[config.mk]
export PLATFORM = sky130hd
export DESIGN_NAME = ubs_break_status
export DESIGN_NICKNAME = d
export VERILOG_FILES = /design/src/ubs_pkg.sv /design/src/ubs_break_status.sv
export VERILOG_INCLUDE_DIRS = /design/src
export SDC_FILE = /design/constraint.sdc
export NUM_CORES = 1
export LEC_CHECK = 0
export ABC_CLOCK_PERIOD_IN_PS = 800
export BUFFER_PORTS_ARGS = -buffer_cell sky130_fd_sc_hd__clkbuf_2
export CAP_MARGIN = 10
export CORE_MARGIN = 4
export CORE_UTILIZATION = 30
export DETAILED_ROUTE_END_ITERATION = 8
export PLACE_DENSITY = 0.73
export REMOVE_ABC_BUFFERS = 1
export SYNTH_ARGS = -nofsm -noshare
export SYNTH_HDL_FRONTEND = slang
export SYNTH_SLANG_ARGS = --single-unit
[constraint.sdc]
create_clock -name clock_i -period 0.8 [get_ports clock_i]
set_input_delay 0.04 -clock clock_i [delete_from_list [all_inputs] [get_ports clock_i]]
set_output_delay 0.04 -clock clock_i [all_outputs]
set_load 0.05 [all_outputs]
[src/ubs_regs.svh]
// Purpose: Constants for receive break and FIFO error status logic
// Assumes: Status bit positions as used by the status word output
// Notes:   Definitions only
`ifndef UBS_REGS_SVH
`define UBS_REGS_SVH

`define UBS_BIT_BREAK_START   3
`define UBS_BIT_BREAK_END     4
`define UBS_BIT_FIFO_ERROR    5
`define UBS_STATUS_WIDTH      6
`define UBS_BOTTOM_ENTRIES    4
`define UBS_ERR_WIDTH         3

`endif

[src/ubs_pkg.sv]
// Purpose: Types for receive break and FIFO error status logic
// Assumes: Constants header included
// Notes:   Types only
`include "ubs_regs.svh"

package ubs_pkg;

   typedef logic [`UBS_ERR_WIDTH-1:0] ubs_err_t;
   typedef logic [`UBS_STATUS_WIDTH-1:0] ubs_status_t;

endpackage : ubs_pkg

[src/ubs_break_status.sv]
// Purpose: Break start/end detection, single null store, FIFO error flag
// Assumes: Character strobe and its flags come from the same clock domain
// Notes:   Receive pin is synchronised here before edge detection
//
// Operation
// (RULE_01) Null zero-parity zero-stop sets break start
// (RULE_02) During break store only first null
// (RULE_03) Break end only after break start
// (RULE_04) Rising receive edge sets break end
// (RULE_05) Break end re-arms start, reopens storing
// (RULE_06) Bottom-four entry error sets FIFO error
// (RULE_07) FIFO error blocks receive DMA requests
// (RULE_08) FIFO error follows entries, unwritable
// (RULE_09) Break flags hold until software clears
`timescale 1ns/1ps
`default_nettype none
`include "ubs_regs.svh"

module ubs_break_status
   import ubs_pkg::*;
(
   input  wire logic        clock_i,
   input  wire logic        rstn_i,
   input  wire logic        rx_pin_i,
   input  wire logic        char_valid_i,
   input  wire logic [7:0]  char_data_i,
   input  wire logic        char_parity_err_i,
   input  wire logic        char_frame_err_i,
   input  wire logic        char_is_null_break_i,
   input  wire logic [11:0] bottom_err_i,
   input  wire logic        dma_req_raw_i,
   input  wire logic        clr_break_start_i,
   input  wire logic        clr_break_end_i,
   output logic             fifo_write_o,
   output logic             dma_req_o,
   output logic             irq_o,
   output ubs_status_t      status_o
);

   // ****************************************************************
   // Receive pin synchroniser and edge
   // ****************************************************************
   logic sync1_reg, sync2_reg, sync3_reg;
   logic sync1_next, sync2_next, sync3_next;
   logic rx_rise;

   always_comb begin
      sync1_next = rx_pin_i;
      sync2_next = sync1_reg;
      sync3_next = sync2_reg;
   end

   always_ff @(posedge clock_i) begin
      if (!rstn_i) begin
         sync1_reg <= 1'b1;
         sync2_reg <= 1'b1;
         sync3_reg <= 1'b1;
      end else begin
         sync1_reg <= sync1_next;
         sync2_reg <= sync2_next;
         sync3_reg <= sync3_next;
      end
   end

   assign rx_rise = sync2_reg & ~sync3_reg;

   // ****************************************************************
   // Break flags
   // ****************************************************************
   logic break_start_flag_reg, break_start_flag_next;
   logic break_end_flag_reg, break_end_flag_next;
   logic armed_end_reg, armed_end_next;
   logic null_seen_reg, null_seen_next;
   logic null_break;
   logic start_evt, end_evt;

   // Null byte whose parity and stop both read zero
   assign null_break = char_valid_i & (char_data_i == 8'h00) & char_is_null_break_i
                       & char_frame_err_i;
   // Interlock: start only when not waiting for end
   assign start_evt = null_break & ~armed_end_reg;                          // RULE_01
   assign end_evt   = rx_rise & armed_end_reg;                              // RULE_03 RULE_04

   always_comb begin
      break_start_flag_next = break_start_flag_reg;
      break_end_flag_next   = break_end_flag_reg;
      armed_end_next        = armed_end_reg;
      null_seen_next        = null_seen_reg;
      if (clr_break_start_i) begin
         break_start_flag_next = 1'b0;                                      // RULE_09
      end
      if (clr_break_end_i) begin
         break_end_flag_next = 1'b0;                                        // RULE_09
      end
      // Set wins over a clear in the same cycle
      if (start_evt) begin
         break_start_flag_next = 1'b1;                                      // RULE_01
         armed_end_next        = 1'b1;
         // Starting null already went in, so every later null must drop
         null_seen_next        = 1'b1;                                      // RULE_02
      end
      if (null_break && armed_end_reg) begin
         null_seen_next = 1'b1;                                             // RULE_02
      end
      if (end_evt) begin
         break_end_flag_next = 1'b1;                                        // RULE_04
         armed_end_next      = 1'b0;                                        // RULE_05
         null_seen_next      = 1'b0;                                        // RULE_05
      end
   end

   always_ff @(posedge clock_i) begin
      if (!rstn_i) begin
         break_start_flag_reg <= 1'b0;
         break_end_flag_reg   <= 1'b0;
         armed_end_reg        <= 1'b0;
         null_seen_reg        <= 1'b0;
      end else begin
         break_start_flag_reg <= break_start_flag_next;
         break_end_flag_reg   <= break_end_flag_next;
         armed_end_reg        <= armed_end_next;
         null_seen_reg        <= null_seen_next;
      end
   end

   // ****************************************************************
   // FIFO write gate
   // ****************************************************************
   // First null of a break goes in; the rest of the break is dropped
   always_comb begin
      fifo_write_o = char_valid_i & ~(armed_end_reg & (null_seen_reg | ~null_break)); // RULE_02
   end

   // ****************************************************************
   // FIFO error flag
   // ****************************************************************
   logic [`UBS_BOTTOM_ENTRIES-1:0] entry_err;
   logic                           fifo_error_flag_reg, fifo_error_flag_next;

   genvar gi;
   generate
      for (gi = 0; gi < `UBS_BOTTOM_ENTRIES; gi++) begin : g_entry
         assign entry_err[gi] = |bottom_err_i[gi*`UBS_ERR_WIDTH +: `UBS_ERR_WIDTH]; // RULE_06
      end
   endgenerate

   // No software path reaches this flag
   always_comb begin
      fifo_error_flag_next = |entry_err;                                    // RULE_08
   end

   always_ff @(posedge clock_i) begin
      if (!rstn_i) begin
         fifo_error_flag_reg <= 1'b0;
      end else begin
         fifo_error_flag_reg <= fifo_error_flag_next;
      end
   end

   assign dma_req_o = dma_req_raw_i & ~fifo_error_flag_reg;                 // RULE_07
   assign irq_o     = break_start_flag_reg | break_end_flag_reg | fifo_error_flag_reg;

   always_comb begin
      status_o                     = '0;
      status_o[`UBS_BIT_BREAK_START] = break_start_flag_reg;
      status_o[`UBS_BIT_BREAK_END]   = break_end_flag_reg;
      status_o[`UBS_BIT_FIFO_ERROR]  = fifo_error_flag_reg;
   end
endmodule : ubs_break_status

`default_nettype wire

==> PnR_summary.wiki <==
{| class="wikitable"
! Metric !! Value
|-
| Crit-path max FO || 2
|-
| Antenna violations before repair || 0
|-
| CTS clk-pin slew, worst paths || 0.05 ns
|-
| Number of optimization iterations in the first detailed-route pass || 4
|-
| Number of port buffers || 34
|-
| Vias || 453
|-
| Sum of routed wire length over all layers || 1005 um
|-
| Final period utilization || 142.2%
|-
| Count of cell types in the netlist || 18
|-
| Fraction of layout instances using a drive strength above 1 || 65.12%
|-
| Die span in x || 44.36 um
|-
| RSZ-0062 raised after global routing || true
|-
| Cell Chain, Critical Path || or3_4, buf_8
|-
| Overflow left after global routing || 0
|-
| Clock root buffer master || sky130_fd_sc_hd__clkbuf_4
|-
| Largest incremental delay on the critical path || 0.39 ns
|-
| Yosys synthesis warning count || 0
|-
| Data required time at the worst endpoint || 0.76 ns
|-
| Clock latency on the worst-skew pair || 0.24 ns
|-
| Die Area || 1968 um^2
|-
| Number of cells traversed by the worst register-to-register path || 4
|-
| Total routing resource utilization after global routing || 10.49%
|-
| Max Root-Sink Buffers || 2
|-
| Seq/Total Area, Yosys || 40.38%
|-
| Element type at the critical path end || output pin
|-
| Startpoint of the lowest-slack hold path || rstn_i
|-
| Die extent in y || 44.36 um
|-
| Finish-stage setup viols || 6
|-
| Final core area utilization || 65.28%
|-
| Worst setup slack after placement || -0.2376 ns
|-
| Time the worst path needs with I/O delays and setup || 1.138 ns
|-
| CP Launch Point || break_end_flag_reg
|-
| Number of clock sinks || 8
|-
| Cell count after synthesis || 43
|-
| Via count of the first global-routing pass || 455
|-
| Highest-count cells in the layout ignoring fill and taps || sky130_fd_sc_hd__clkbuf_2, sky130_fd_sc_hd__buf_4
|-
| Critical setup path kind || flip-flop to output pin
|-
| Static leakage || 0.3727 nW
|-
| Final ANT Viol Nets || 0
|-
| Power per cell area || 1226 nW/um^2
|-
| Highest clock rate || 878.8 MHz
|-
| Max cap viols || 0
|-
| Wire length of the first global-routing pass || 1580 um
|-
| Placer Congestion || 0.7142
|-
| Number of nets in the layout || 118
|-
| Hold violation count in the final report || 0
|-
| Routed wire length per instance || 10.05 um
|-
| Max IR drop VDD || 744.0 uV
|-
| Initial DRC Count || 6
|-
| Effective utilization at floorplan || 33.87%
|-
| DRC || 0
|-
| Cell area after technology mapping || 396.6 um^2
|-
| Worst r2r src || break_end_flag_reg
|-
| Number of antenna cells inserted || 0
|-
| Synthesized area per cell || 9.224 um^2
|-
| Commonest non-fill, non-tap cell in the layout || sky130_fd_sc_hd__clkbuf_2
|-
| Failing checks || negative setup slack
|-
| Startpoint type of the worst setup path || flip-flop
|-
| Via/cell ratio || 4.530
|-
| Std-Cell Core Area || 1171 um^2
|-
| Total power after layout || 0.0009376 W
|-
| Maximum number of pins on one net before global-route repair || 7
|-
| Classification of the worst-slack hold path || input pin to flip-flop
|-
| Placement row count || 12
|-
| Max Transition Viols Final || 0
|-
| Number of H-tree levels || 1
|-
| Hpwl dp || 841.4 um
|-
| Slowest cell on the critical path || sky130_fd_sc_hd__or3_4
|-
| Clock buffers created by TritonCTS || 3
|-
| I/O pin total || 39
|-
| Max Clock Skew || 0.0006996 ns
|-
| Clock tree from TritonCTS || done
|-
| Endpoint arrival time on the critical path || 1.10 ns
|-
| Setup ws final || -0.3379 ns
|-
| Hold Path Cell Cnt || 2
|-
| Status || finished, violations left
|-
| Area grow syn2layout || 92.74%
|-
| Total of flip-flops plus latches after synthesis || 8
|}
cell usage after synthesis:
cell type                  instances  area, um^2
sky130_fd_sc_hd__nand2_1           1       3.750
sky130_fd_sc_hd__nor4_1            3       18.77
sky130_fd_sc_hd__nand3b_1          2       15.01
sky130_fd_sc_hd__nor2b_1           1       6.260
sky130_fd_sc_hd__nor4_4            1       21.27
sky130_fd_sc_hd__or3_1             1       6.260
sky130_fd_sc_hd__buf_4             6       45.04
sky130_fd_sc_hd__a31oi_1           1       6.260
sky130_fd_sc_hd__o41ai_2           1       16.27
sky130_fd_sc_hd__nand2b_1          4       25.02
sky130_fd_sc_hd__nor2_1            1       3.750
sky130_fd_sc_hd__inv_1             4       15.01
sky130_fd_sc_hd__nand3_1           1       5.000
sky130_fd_sc_hd__nand4_1           2       12.51
sky130_fd_sc_hd__a21oi_1           4       20.02
sky130_fd_sc_hd__and4bb_2          1       12.51
sky130_fd_sc_hd__conb_1            1       3.750
sky130_fd_sc_hd__dfxtp_1           8       160.2
report_power, final:
part / internal (W) / total [W] / switching [W]
clock network: 0.000170 / 0.000287 / 0.000117
registers: 0.000408 / 0.000412 / 0.00000355
logic: 0.000117 / 0.000239 / 0.000122
kinds of logic (layout without fill, tap and decap cells):
logic type,after synthesis,count (layout),synth area share [%]
and+or+nand+nor,18,18,32.80
DFF,8,8,40.38
buffers and inverters,10,51,15.14
other,1,3,0.9455
AOI/OAI and AO/OA,6,6,10.73
final timing paths:
kind / endpoint / slack, ns
min reg2reg: sync2_reg / 0.40
min: sync2_reg / 0.04
max: irq_o / -0.34
max reg2reg: break_end_flag_reg / 0.03
repair_timing:
action / in CTS / in global routing
gates resized for setup: 18 / 10
hold buffers: 1 / 0
buffers inserted: 0 / 2
pin swaps: 1 / 1
hold endpoints to repair: 1 / 0
setup endpoints to repair: 6 / 9
metal layers:
layer	track usage, %	up-vias	wire length (um)
li1	-	229	-
met1	10.49	194	333
met2	19.77	30	505
met3	1.626	0	166
met4	6.627	0	0
met5	0	-	0
layout make-up:
cell class / count / area, um^2
Clock buffer: 3 / 22.52
Fill cell: 91 / 406.6
Inverter: 4 / 15.01
Multi-Input combinational cell: 27 / 192.7
Sequential cell: 8 / 165.2
Tap cell: 14 / 17.52
Timing Repair Buffer: 44 / 351.6
stage by stage:
step / hold WS [ns] / instance area [um^2] / setup TNS (ns) / std cells
2_1_floorplan: 0.1130 / 359.1 / -1.537 / 39
6_report: 0.03855 / 764.5 / -1.279 / 100
4_1_cts: 0.03496 / 726.9 / -1.149 / 98
3_5_place_dp: 0.2255 / 599.3 / -0.8604 / 94
3_3_place_gp: 0.2226 / 599.3 / -0.6953 / 94
5_1_grt: 0.06462 / 764.5 / -1.486 / 100
critical path, delay by kind of cell, from the launching register on:
kind,cells,cell delay (ns)
AND/OR/NAND/NOR,1,0.39
buffers and inverters,1,0.16
flip-flops,1,0.31
(Power assumes the default switching activity.)
